==> src/core/nva_pkg.sv <==
/*
 * Constants, field layouts and types shared by the data EEPROM access
 * controller, the firmware master model and the testbench.
 * Assumes a 40 MHz core clock and a byte-addressed Avalon-MM slave port.
 */
package nva_pkg;

	// ------------------------------------------------------------
	// Timing
	// ------------------------------------------------------------
	localparam int CLK_HZ = 40_000_000;
	localparam int POWERUP_DELAY_MS = 72;
	localparam int POWERUP_DELAY_CYCLES = POWERUP_DELAY_MS * (CLK_HZ / 1000);
	localparam int STORE_CYCLES = 400;
	localparam int KEY_GAP_CYCLES = 2;

	// ------------------------------------------------------------
	// Register byte addresses
	// ------------------------------------------------------------
	localparam logic [7:0] OFF_CONTROL = 8'h9c;
	localparam logic [7:0] OFF_KEY = 8'ha0;
	localparam logic [7:0] OFF_BYTE = 8'ha4;
	localparam logic [7:0] OFF_INDEX = 8'ha8;
	localparam logic [7:0] OFF_FLAG = 8'hac;

	// ------------------------------------------------------------
	// Field positions, key values and reset values
	// ------------------------------------------------------------
	localparam int FETCH_BIT = 0;
	localparam int STORE_BIT = 1;
	localparam int PERMIT_BIT = 2;
	localparam int ABORT_BIT = 3;
	localparam int DONE_BIT = 7;
	localparam logic [7:0] KEY_FIRST = 8'h55;
	localparam logic [7:0] KEY_SECOND = 8'haa;
	localparam logic [3:0] CONTROL_RST = 4'h0;
	localparam logic [7:0] BYTE_RST = 8'h00;
	localparam logic [7:0] INDEX_RST = 8'h00;

	// ------------------------------------------------------------
	// Types
	// ------------------------------------------------------------
	typedef struct packed {
		logic abort;
		logic permit;
		logic store;
		logic fetch;
	} nva_ctrl_t;

	typedef enum logic [2:0] {
		KEY_IDLE = 3'b001,
		KEY_HALF = 3'b010,
		KEY_FULL = 3'b100
	} nva_key_t;

	typedef enum logic [1:0] {
		ST_IDLE = 2'b01,
		ST_BUSY = 2'b10
	} nva_store_t;

endpackage : nva_pkg

==> src/core/nva_mem.sv <==
/*
 * Byte array of the data EEPROM with a registered read port.
 * Assumes the controller drives at most one write per cycle.
 */
module nva_mem #(
	parameter int DATA_W = 8,
	parameter int ADDR_W = 7
) (
	input wire logic clk,
	input wire logic rst_n,
	input wire logic we,
	input wire logic [ADDR_W-1:0] waddr,
	input wire logic [DATA_W-1:0] wdata,
	input wire logic [ADDR_W-1:0] raddr,
	output logic [DATA_W-1:0] rdata
);

	logic [DATA_W-1:0] cells [2**ADDR_W];

	// A write replaces the whole byte, so no separate erase is needed.
	always_ff @(posedge clk) begin
		if (we) begin
			cells[waddr] <= wdata;
		end
	end

	always_ff @(posedge clk or negedge rst_n) begin
		if (!rst_n) begin
			rdata <= '0;
		end else begin
			rdata <= cells[raddr];
		end
	end

endmodule : nva_mem

==> src/core/nva_ctrl.sv <==
/*
 * Data EEPROM access controller: control, key, byte, index and flag
 * registers on an Avalon-MM slave, the unlock sequence checker, the
 * store timer and the power-up write lockout.
 * Assumes synchronous reset-request pulses and a firmware master.
 */

// How it works
// - control register upper four bits read zero.
// - triggers set by software, cleared by hardware.
// - store permit enables writes, cleared at power-up.
// - abort flag set when reset kills store.
// - byte and index registers survive aborting resets.
// - completion clears trigger, sets sticky done flag.
// - key port stores nothing, reads zero.
// - fetch loads byte next cycle, then clears.
// - byte register holds until fetch or write.
// - key 55h then AAh then store trigger.
// - wrong cycle spacing in sequence discards write.
// - store trigger blocked while permit is clear.
// - clearing permit never disturbs running store.
// - hardware never clears store permit itself.
// - power-up delay blocks writes for its duration.
// - byte store replaces cell, timed on chip.
// - array holds 128 or 256 bytes.
module nva_ctrl #(
	parameter int ADDR_W = 7,
	parameter int POWERUP_DELAY_CYCLES = nva_pkg::POWERUP_DELAY_CYCLES,
	parameter int STORE_CYCLES = nva_pkg::STORE_CYCLES
) (
	input wire logic clk,
	input wire logic rst_n,
	input wire logic external_reset_pin,
	input wire logic watchdog_timeout,
	input wire logic brownout_reset,
	input wire logic powerup_timer_en,
	input wire logic [7:0] avs_address,
	input wire logic avs_read,
	input wire logic avs_write,
	input wire logic [31:0] avs_writedata,
	input wire logic [3:0] avs_byteenable,
	output logic [31:0] avs_readdata,
	output logic avs_waitrequest
);

	localparam int CW = $clog2(STORE_CYCLES);
	localparam int PW = $clog2(POWERUP_DELAY_CYCLES + 1);

	// ------------------------------------------------------------
	// Functions
	// ------------------------------------------------------------
	function automatic logic hit(input logic [7:0] a,
		input logic [7:0] off);
		return a == off;
	endfunction : hit

	// ------------------------------------------------------------
	// State
	// ------------------------------------------------------------
	logic wait_reg;
	logic [31:0] rdata_reg;
	nva_pkg::nva_ctrl_t ctrl_reg;
	nva_pkg::nva_key_t key_reg;
	nva_pkg::nva_store_t st_reg;
	logic [3:0] gap_reg;
	logic [CW-1:0] st_cnt_reg;
	logic [7:0] byte_reg;
	logic [7:0] index_reg;
	logic [7:0] st_data_reg;
	logic [ADDR_W-1:0] st_addr_reg;
	logic done_reg;
	logic started_reg;
	logic powerup_on_reg;
	logic [PW-1:0] powerup_cnt_reg;
	logic [7:0] mem_rdata;

	logic acc_rd;
	logic acc_wr;
	logic lane0;
	logic [7:0] wbyte;
	logic sys_abort;
	logic ctl_wr;
	logic key_wr;
	logic gap_ok;
	logic powerup_block;
	logic busy;
	logic st_last;
	logic store_start;
	logic store_done;
	logic store_kill;
	logic [7:0] rd_mux;

	assign avs_waitrequest = wait_reg;
	assign avs_readdata = rdata_reg;

	// ------------------------------------------------------------
	// Bus slave
	// ------------------------------------------------------------
	// An access is taken at the edge where waitrequest is seen low.
	assign acc_rd = avs_read & ~wait_reg;
	assign acc_wr = avs_write & ~wait_reg;
	assign lane0 = avs_byteenable[0];
	assign wbyte = avs_writedata[7:0];
	assign ctl_wr = acc_wr & lane0 & hit(avs_address, nva_pkg::OFF_CONTROL);
	assign key_wr = acc_wr & lane0 & hit(avs_address, nva_pkg::OFF_KEY);
	assign sys_abort = external_reset_pin | watchdog_timeout |
		brownout_reset;

	// Waitrequest idles high and drops for exactly one cycle per access.
	always_ff @(posedge clk or negedge rst_n) begin
		if (!rst_n) begin
			wait_reg <= 1'b1;
		end else if (!wait_reg) begin
			wait_reg <= 1'b1;
		end else if (avs_read | avs_write) begin
			wait_reg <= 1'b0;
		end
	end

	always_comb begin
		rd_mux = 8'h00;
		if (hit(avs_address, nva_pkg::OFF_CONTROL)) begin
			rd_mux = {4'h0, ctrl_reg};
		end else if (hit(avs_address, nva_pkg::OFF_BYTE)) begin
			rd_mux = byte_reg;
		end else if (hit(avs_address, nva_pkg::OFF_INDEX)) begin
			rd_mux = index_reg;
		end else if (hit(avs_address, nva_pkg::OFF_FLAG)) begin
			rd_mux = 8'(done_reg) << nva_pkg::DONE_BIT;
		end
	end

	always_ff @(posedge clk or negedge rst_n) begin
		if (!rst_n) begin
			rdata_reg <= 32'h0000_0000;
		end else if (wait_reg & avs_read) begin
			rdata_reg <= {24'h00_0000, rd_mux};
		end
	end

	// ------------------------------------------------------------
	// Power-up write lockout
	// ------------------------------------------------------------
	// The enable strap is caught on the first edge after release.
	// lockout timer.
	always_ff @(posedge clk or negedge rst_n) begin
		if (!rst_n) begin
			started_reg <= 1'b0;
			powerup_on_reg <= 1'b0;
			powerup_cnt_reg <= '0;
		end else if (!started_reg) begin
			started_reg <= 1'b1;
			powerup_on_reg <= powerup_timer_en;
		end else if (powerup_block) begin
			powerup_cnt_reg <= powerup_cnt_reg + PW'(1);
		end
	end

	assign powerup_block = ~started_reg | (powerup_on_reg &
		(powerup_cnt_reg != PW'(POWERUP_DELAY_CYCLES - 1)));

	// ------------------------------------------------------------
	// Unlock sequence
	// ------------------------------------------------------------
	// exact spacing between steps.
	assign gap_ok = gap_reg == 4'(nva_pkg::KEY_GAP_CYCLES - 1);

	always_ff @(posedge clk or negedge rst_n) begin
		if (!rst_n) begin
			gap_reg <= 4'h0;
		end else if (acc_rd | acc_wr) begin
			gap_reg <= 4'h0;
		end else if (gap_reg != 4'hf) begin
			gap_reg <= gap_reg + 4'h1;
		end
	end

	// any other access breaks the sequence.
	always_ff @(posedge clk or negedge rst_n) begin
		if (!rst_n) begin
			key_reg <= nva_pkg::KEY_IDLE;
		end else if (sys_abort) begin
			key_reg <= nva_pkg::KEY_IDLE;
		end else if (acc_rd | acc_wr) begin
			if (key_wr && wbyte == nva_pkg::KEY_FIRST) begin
				key_reg <= nva_pkg::KEY_HALF;
			end else if (key_wr && wbyte == nva_pkg::KEY_SECOND &&
				key_reg == nva_pkg::KEY_HALF && gap_ok) begin
				key_reg <= nva_pkg::KEY_FULL;
			end else begin
				key_reg <= nva_pkg::KEY_IDLE;
			end
		end
	end

	// ------------------------------------------------------------
	// Store engine
	// ------------------------------------------------------------
	assign busy = st_reg == nva_pkg::ST_BUSY;
	assign st_last = st_cnt_reg == CW'(STORE_CYCLES - 1);
	// permit, lockout and key gate the start.
	assign store_start = ctl_wr & wbyte[nva_pkg::STORE_BIT] &
		(key_reg == nva_pkg::KEY_FULL) & gap_ok & ctrl_reg.permit &
		~powerup_block & ~busy & ~sys_abort;
	assign store_done = busy & st_last & ~sys_abort;
	assign store_kill = busy & sys_abort;

	// permit is not looked at once busy.
	always_ff @(posedge clk or negedge rst_n) begin
		if (!rst_n) begin
			st_reg <= nva_pkg::ST_IDLE;
			st_cnt_reg <= '0;
		end else begin
			unique case (st_reg)
				nva_pkg::ST_IDLE: begin
					st_cnt_reg <= '0;
					if (store_start) begin
						st_reg <= nva_pkg::ST_BUSY;
					end
				end
				nva_pkg::ST_BUSY: begin
					st_cnt_reg <= st_cnt_reg + CW'(1);
					if (sys_abort | st_last) begin
						st_reg <= nva_pkg::ST_IDLE;
					end
				end
			endcase
		end
	end

	// The target is latched so later register writes cannot redirect it.
	always_ff @(posedge clk or negedge rst_n) begin
		if (!rst_n) begin
			st_addr_reg <= '0;
			st_data_reg <= 8'h00;
		end else if (store_start) begin
			st_addr_reg <= index_reg[ADDR_W-1:0];
			st_data_reg <= byte_reg;
		end
	end

	// ------------------------------------------------------------
	// Control register
	// ------------------------------------------------------------
	always_ff @(posedge clk or negedge rst_n) begin
		if (!rst_n) begin
			ctrl_reg <= nva_pkg::CONTROL_RST;
		end else begin
			if (ctl_wr) begin
				ctrl_reg.permit <= wbyte[nva_pkg::PERMIT_BIT];
			end
			if (store_kill) begin
				ctrl_reg.abort <= 1'b1;
			end else if (store_done) begin
				ctrl_reg.abort <= 1'b0;
			end else if (ctl_wr) begin
				ctrl_reg.abort <= wbyte[nva_pkg::ABORT_BIT];
			end
			if (store_start) begin
				ctrl_reg.store <= 1'b1;
			end else if (store_done | store_kill) begin
				ctrl_reg.store <= 1'b0;
			end
			// fetch clears itself one cycle later.
			if (sys_abort | ctrl_reg.fetch) begin
				ctrl_reg.fetch <= 1'b0;
			end else if (ctl_wr & wbyte[nva_pkg::FETCH_BIT]) begin
				ctrl_reg.fetch <= 1'b1;
			end
		end
	end

	// ------------------------------------------------------------
	// Byte, index and flag registers
	// ------------------------------------------------------------
	// no reset request touches these.
	// byte only changes on fetch or write.
	always_ff @(posedge clk or negedge rst_n) begin
		if (!rst_n) begin
			byte_reg <= nva_pkg::BYTE_RST;
		end else if (ctrl_reg.fetch) begin
			byte_reg <= mem_rdata;
		end else if (acc_wr & lane0 & hit(avs_address, nva_pkg::OFF_BYTE))
			begin
			byte_reg <= wbyte;
		end
	end

	always_ff @(posedge clk or negedge rst_n) begin
		if (!rst_n) begin
			index_reg <= nva_pkg::INDEX_RST;
		end else if (acc_wr & lane0 & hit(avs_address, nva_pkg::OFF_INDEX))
			begin
			index_reg <= wbyte;
		end
	end

	// done flag, set wins over clear.
	always_ff @(posedge clk or negedge rst_n) begin
		if (!rst_n) begin
			done_reg <= 1'b0;
		end else if (store_done) begin
			done_reg <= 1'b1;
		end else if (acc_wr & lane0 & hit(avs_address, nva_pkg::OFF_FLAG) &
			~wbyte[nva_pkg::DONE_BIT]) begin
			done_reg <= 1'b0;
		end
	end

	// ------------------------------------------------------------
	// Byte array
	// ------------------------------------------------------------
	// cell replaced at end of timed store.
	nva_mem #(
		.DATA_W(8),
		.ADDR_W(ADDR_W)
	) u_mem (
		.clk(clk),
		.rst_n(rst_n),
		.we(store_done),
		.waddr(st_addr_reg),
		.wdata(st_data_reg),
		.raddr(index_reg[ADDR_W-1:0]),
		.rdata(mem_rdata)
	);

	logic [CW:0] busy_len_reg;
	always_ff @(posedge clk or negedge rst_n) begin
		if (!rst_n) begin
			busy_len_reg <= '0;
		end else if (busy) begin
			busy_len_reg <= busy_len_reg + (CW+1)'(1);
		end else begin
			busy_len_reg <= '0;
		end
	end
endmodule : nva_ctrl

==> config.mk <==
export PLATFORM = sky130hd
export DESIGN_NAME = nva_ctrl
export DESIGN_NICKNAME = d
export VERILOG_FILES = /design/src/core/nva_pkg.sv /design/src/core/nva_mem.sv /design/src/core/nva_ctrl.sv
export SDC_FILE = /design/constraint.sdc
export NUM_CORES = 1
export LEC_CHECK = 0
export BUFFER_PORTS_ARGS = -buffer_cell sky130_fd_sc_hd__buf_2
export CAP_MARGIN = 10
export CELL_PAD_IN_SITES_DETAIL_PLACEMENT = 1
export CELL_PAD_IN_SITES_GLOBAL_PLACEMENT = 2
export CORE_MARGIN = 1.5
export CORE_UTILIZATION = 27
export DETAILED_ROUTE_END_ITERATION = 8
export HOLD_SLACK_MARGIN = 0.12
export PLACE_DENSITY = 0.57
export SYNTH_ARGS = -nofsm -noshare
export SYNTH_HDL_FRONTEND = slang
export SYNTH_SLANG_ARGS = --single-unit
==> constraint.sdc <==
create_clock -name clk -period 2.6 [get_ports clk]
set_input_delay 0.78 -clock clk [delete_from_list [all_inputs] [get_ports clk]]
set_output_delay 0.78 -clock clk [all_outputs]
set_load 0.03 [all_outputs]
### Word level (Yosys, flattened, before mapping)

Memory sizes are Yosys's and may differ from the RTL's. A register that Yosys moved wholly into a read port is not among the register bits.
Index checks and enable logic that the tools add are counted.
W data, S select, Z words.

* register bits after elaboration: 87
* memory bits (writable): 1024
* input port bits: 52
* output and inout port bits: 33
* word-level logic and storage cells: 118
* memories: 1

Memories
* u_mem.cells: words 128, bits a word 8, rd ports 1, clocked after Yosys merged registers in 1, wr ports 1, RTL line nva_mem.sv:18 `logic [DATA_W-1:0] cells [2**ADDR_W];`

* $add $sub $neg: 3
* eq/ne operators: 17
* multiplexer cells: 29
* bitwise gates (word level): 36
* reduce and logical (&&, ||, !) cells: 14

Operators by type and width (count)
* $eq A8 B8 Y1 const B: 6
* $mux W8: 6
* $add A22 B1 Y22 const B: 1
* $and A1 B1 Y1: 22
* $ne A22 B22 Y1 const B: 1
* $pmux W9 S2: 1
* $mux W1: 13
* $mux W3: 4
* $reduce_bool A2 Y1: 6
* $add A9 B1 Y9 const B: 1
* $eq A9 B9 Y1 const B: 1
* $eq A8 B7 Y1 const B: 1
* $mux W4: 2
* $or A1 B1 Y1: 8
* $not A1 Y1: 6
* $add A4 B1 Y4 const B: 1
* $eq A4 B1 Y1 const B: 1
* $logic_and A1 B1 Y1: 4
* $mux W2: 2
* $ne A4 B4 Y1 const B: 1
* $pmux W2 S2: 1
* $reduce_and A2 Y1: 2
* $eq A3 B2 Y1 const B: 1
* $eq A3 B3 Y1 const B: 1
* other kinds (6): 6

### Longest topological paths before layout

* depth after elaboration: 13
* gate-level depth with buffers: 8
* depth with buffers taken out: 7

### Hierarchy

A second synthesis with hierarchy kept.

* cell total of the unflattened synthesis: 2021
* area total of the unflattened synthesis: 43923.4 sq um

By module, submodules not included
* nva_mem: instances 1, cells each 1635, area each 39701.8 sq um, sequential area each 30949.7 sq um
* nva_ctrl: instances 1, cells each 386, area each 4221.5 sq um, sequential area each 2180.8 sq um

### Worst setup path before layout

OpenSTA, ideal clock, no wires.

* kind: input to register
* from: in avs_address[6]
* to: reg st_data_reg[0]
* setup time: 0.131 ns
* arrival time: 2.781 ns
* data required time: 2.469 ns
* setup slack: -0.312 ns
* cell stages on the path: 7
* buffers on the path: 2
* cell sequence: or4b_1 -> nor4b_2 -> and2_0 -> buf_2 -> nand4_2 -> buf_6 -> mux2_2

* cells in the longest elaborated chain, start to end: 9

RTL lines
* start: declaration: RTL line nva_ctrl.sv:37 `input wire logic [7:0] avs_address,`
* $eq A8 B8 Y1: RTL line nva_ctrl.sv:54 `return a == off;`
* $and A1 B1 Y1: RTL line nva_ctrl.sv:104 `assign ctl_wr = acc_wr & lane0 & hit(avs_address, nva_pkg::OFF_CONTROL);`
* $and A1 B1 Y1 (2 in series): RTL line nva_ctrl.sv:202 `assign store_start = ctl_wr & wbyte[nva_pkg::STORE_BIT] &`
* $and A1 B1 Y1 (3 in series): RTL line nva_ctrl.sv:203 `(key_reg == nva_pkg::KEY_FULL) & gap_ok & ctrl_reg.permit &`
* $and A1 B1 Y1 (2 in series): RTL line nva_ctrl.sv:204 `~powerup_block & ~busy & ~sys_abort;`
* end signal: assignment: RTL line nva_ctrl.sv:238 `st_data_reg <= byte_reg;`
* end: declaration: RTL line nva_ctrl.sv:69 `logic [7:0] st_data_reg;`

No other way between the ends.
A chain may end at the register's enable or synchronous reset.

==> summary.txt <==
Cells and area
  • Nets: approximately 2,300
  • Non-filler cells, final: between 4,000 and 5,000
  • Max reg flops: slightly above 1,000
  • Area grow syn2layout: 21.0%
  • Layout cells sized above 1: 37.8%
  • Final core utilization: about a third

Placement
  • Number of buffers added on ports: 33
  • Placed insts: between 4,000 and 5,000
  • Hpwl dp: around 70,000 um
  • Placer's final routability congestion estimate: 0.768

Route
  • Drt first-iter violations: roughly 1,500
  • DRC errors left: 0
  • Wire per inst: approximately 24 um
  • DR pass1 iterations: 6
  • Vias/cell: roughly 4.6
  • DRT antenna net count: 0
  • Via count: between 20,000 and 25,000
  • Final WL: 109,000 um

STA
  • Final setup viols: 8
  • RSZ-0062 raised after global routing: true
  • Max-slew violation count: 0
  • Final hold vios: 0
  • Clock skew: between 0.04 and 0.05 ns
  • Slew margin rel.: 21.4%
  • Sum Neg Setup Slack: -3.45 ns
  • Post-layout min period: just over 3 ns
  • Hold WS: ~0.26 ns
  • Peak Freq: approximately 330 MHz
  • Tcrit/Tclk final: 118%
  • Worst Tran Pin Value: ~1.2 ns
  • PnR worst setup slack: -0.457 ns

Synth
  • Post-synth top flop: edfxtp_1
  • Synth area leaders: edfxtp_1 (70%), mux4_2 (17%), dfrtp_1 (5.3%)
  • Synth Instances: 2,005
  • Seq cells post-synth: between 1,000 and 1,500
  • Cell variety after synth: 53
  • Synth warn: 0
  • Count leader, synth: edfxtp_1
  • Sequential share of the synthesized area: 75.7%
  • Post-synth top cells: edfxtp_1 (1,024), mux4_2 (336), nor2_1 (162), dfrtp_1 (92), nand2_1 (53)
  • Cell taking the most area after synthesis: edfxtp_1
  • Synth Area per Inst: ~22 um^2
  • Mapped cell area: roughly 44,000 um^2
  • Post-synth EDFFs: around 1,000
  • Post-synth top area share: 70.3%
  • Async SR Flop Fraction: 8.49%

GRT
  • All-Layer GR Usage: 13.5%
  • GR Overflow Total: 0
  • Initial antenna violation count: 3
  • Largest net degree at the start of global routing: 130
  • Vias in the first global route: around 22,000
  • First-pass GRT wire length: between 150,000 and 200,000 um

Die
  • Row count: ~150
  • Die height: between 400 and 500 um
  • Core area: 161,000 um^2
  • Initial Util: a little over a quarter
  • Total die area: between 150,000 and 200,000 um^2
  • Die X: 406 um
  • IO Count: 85

Critical path
  • R2R Setup Slk: -0.46 ns
  • Crit-path max FO: 20
  • Critical path class: reg -> reg
  • Crit path arrival time: roughly 3.6 ns
  • Critical Path RT: 3.18 ns
  • Crit path launch type: register
  • Setup crit end kind: register

Clocking
  • TritonCTS clock tree: built
  • # clock sinks: 1,119
  • CTS Buf Count: 114
  • Register clock-pin slew on the reported worst setup and hold paths: roughly 0.060 ns
  • CTS H-tree lvls: 3
  • Clock latency on the worst-skew pair: between 0.7 and 0.8 ns
  • CTS Root Cell: clkbuf_16
  • Deepest clock path buffer count: 3

Power and ir drop
  • Max VDD drop: 0.000507 V
  • Pwr dens: ~680 nW/um^2
  • Pleak: approximately 0.019 uW

Status
  • Failing checks: setup timing
  • Status: finished with violations

Flow run
  • Max-cap violation count: 0

Min path
  • Worst Hold Class: in -> reg
-- cells in the final DEF (no fill, tap or decap), types with 4 or more instances in the layout --
master and n:
mux4_2 336, buf_4 127, conb_1 25, ha_1 4, clkinvlp_4 9, inv_6 4
nor2_4 80, clkinv_2 23, or2_2 4, clkbuf_1 16, xor2_1 15, nand2_1 47
nor3_1 8, clkinv_1 25, nand2_2 6, xnor2_1 12, nor2_1 82, inv_1 11
nand3_1 17, edfxtp_1 1024, nand4_1 6, o21ai_0 22, dfrtp_4 12, mux2_2 34
nor2b_1 6, a222oi_1 4, or3_1 4, buf_12 70, a21oi_1 4, clkbuf_16 115
buf_2 32, mux2i_1 9, bufinv_16 11, dfrtp_1 80
-- final cells by class --
type	count	area, um^2
clock inverters	76	679
multi-input cells	778	10800
repair buffers	235	2610
clock buffers	131	2940
flip-flops and latches	1119	33200
inverters	11	41.3
fillers	15957	108000
diodes	1	2.50
well taps	2160	2700
-- path summary, 6_finish.rpt --
kind | start | endpoint | cells after the start
worst max-delay path | index_reg[0] | u_mem.rdata[2] | 6
worst min-delay path | avs_read | avs_waitrequest | 2
worst max register to register | index_reg[0] | u_mem.rdata[2] | 6
worst min register to register | powerup_cnt_reg[21] | powerup_cnt_reg[21] | 1
max in group asynchronous | rst_n | st_data_reg[4] | 3
min in group asynchronous | rst_n | powerup_cnt_reg[0] | 2
-- metal layers --
metal,vias to the layer above,track usage (%),wire length [um]
li1,8793,-,-
met1,11317,18.6,48900
met2,419,22.4,54000
met3,133,1.87,4310
met4,0,3.73,2220
met5,-,0,0
-- cell families (layout without fill, tap and decap cells) --
family                     Yosys count  count (layout)  synth area share (%)
xor gates and xnor gates            27              27                 0.541
and+or+nand+nor                    296             296                  3.08
AOI/OAI and AO/OA                   47              47                 0.663
muxes                              379             379                  18.4
DFF                               1119            1119                  75.7
buffers and inverters              131             453                  1.48
adders and majority gates            4               4                 0.114
other                                2              26                0.0172
-- through the flow --
| stage | cell area (um^2) | worst slack [ns] | power, uW |
|---|---|---|---|
| floorplan | 44600 | -0.136 | 20200 |
| global placement | 49200 | -0.461 | 20400 |
| detailed placement | 49200 | -0.477 | 20400 |
| CTS | 52900 | -0.478 | 36500 |
| global route | 52900 | -0.503 | 37100 |
| finish | 52900 | -0.457 | 36000 |
-- power by group --
group	switching, uW	internal [uW]
Sequential	84.1	19400
Combinational	281	193
Clock	6870	9150
-- timing repair --
action                                  CTS  global route
endpoints found under the setup margin  966           458
gates resized for setup                  10             3
buffers inserted                          3             1
pin swaps                                 4             2
hold buffers                              1             0
endpoints found under the hold margin    38             0
-- critical path: stages, from the launching register on --
cell	delay, ns
dfrtp_4	0.44
buf_12	0.24
buf_12	0.23
mux4_2	0.53
mux4_2	0.57
mux4_2	0.54
mux2_2	0.29
No activity file was read; power rests on OpenSTA's default activity.
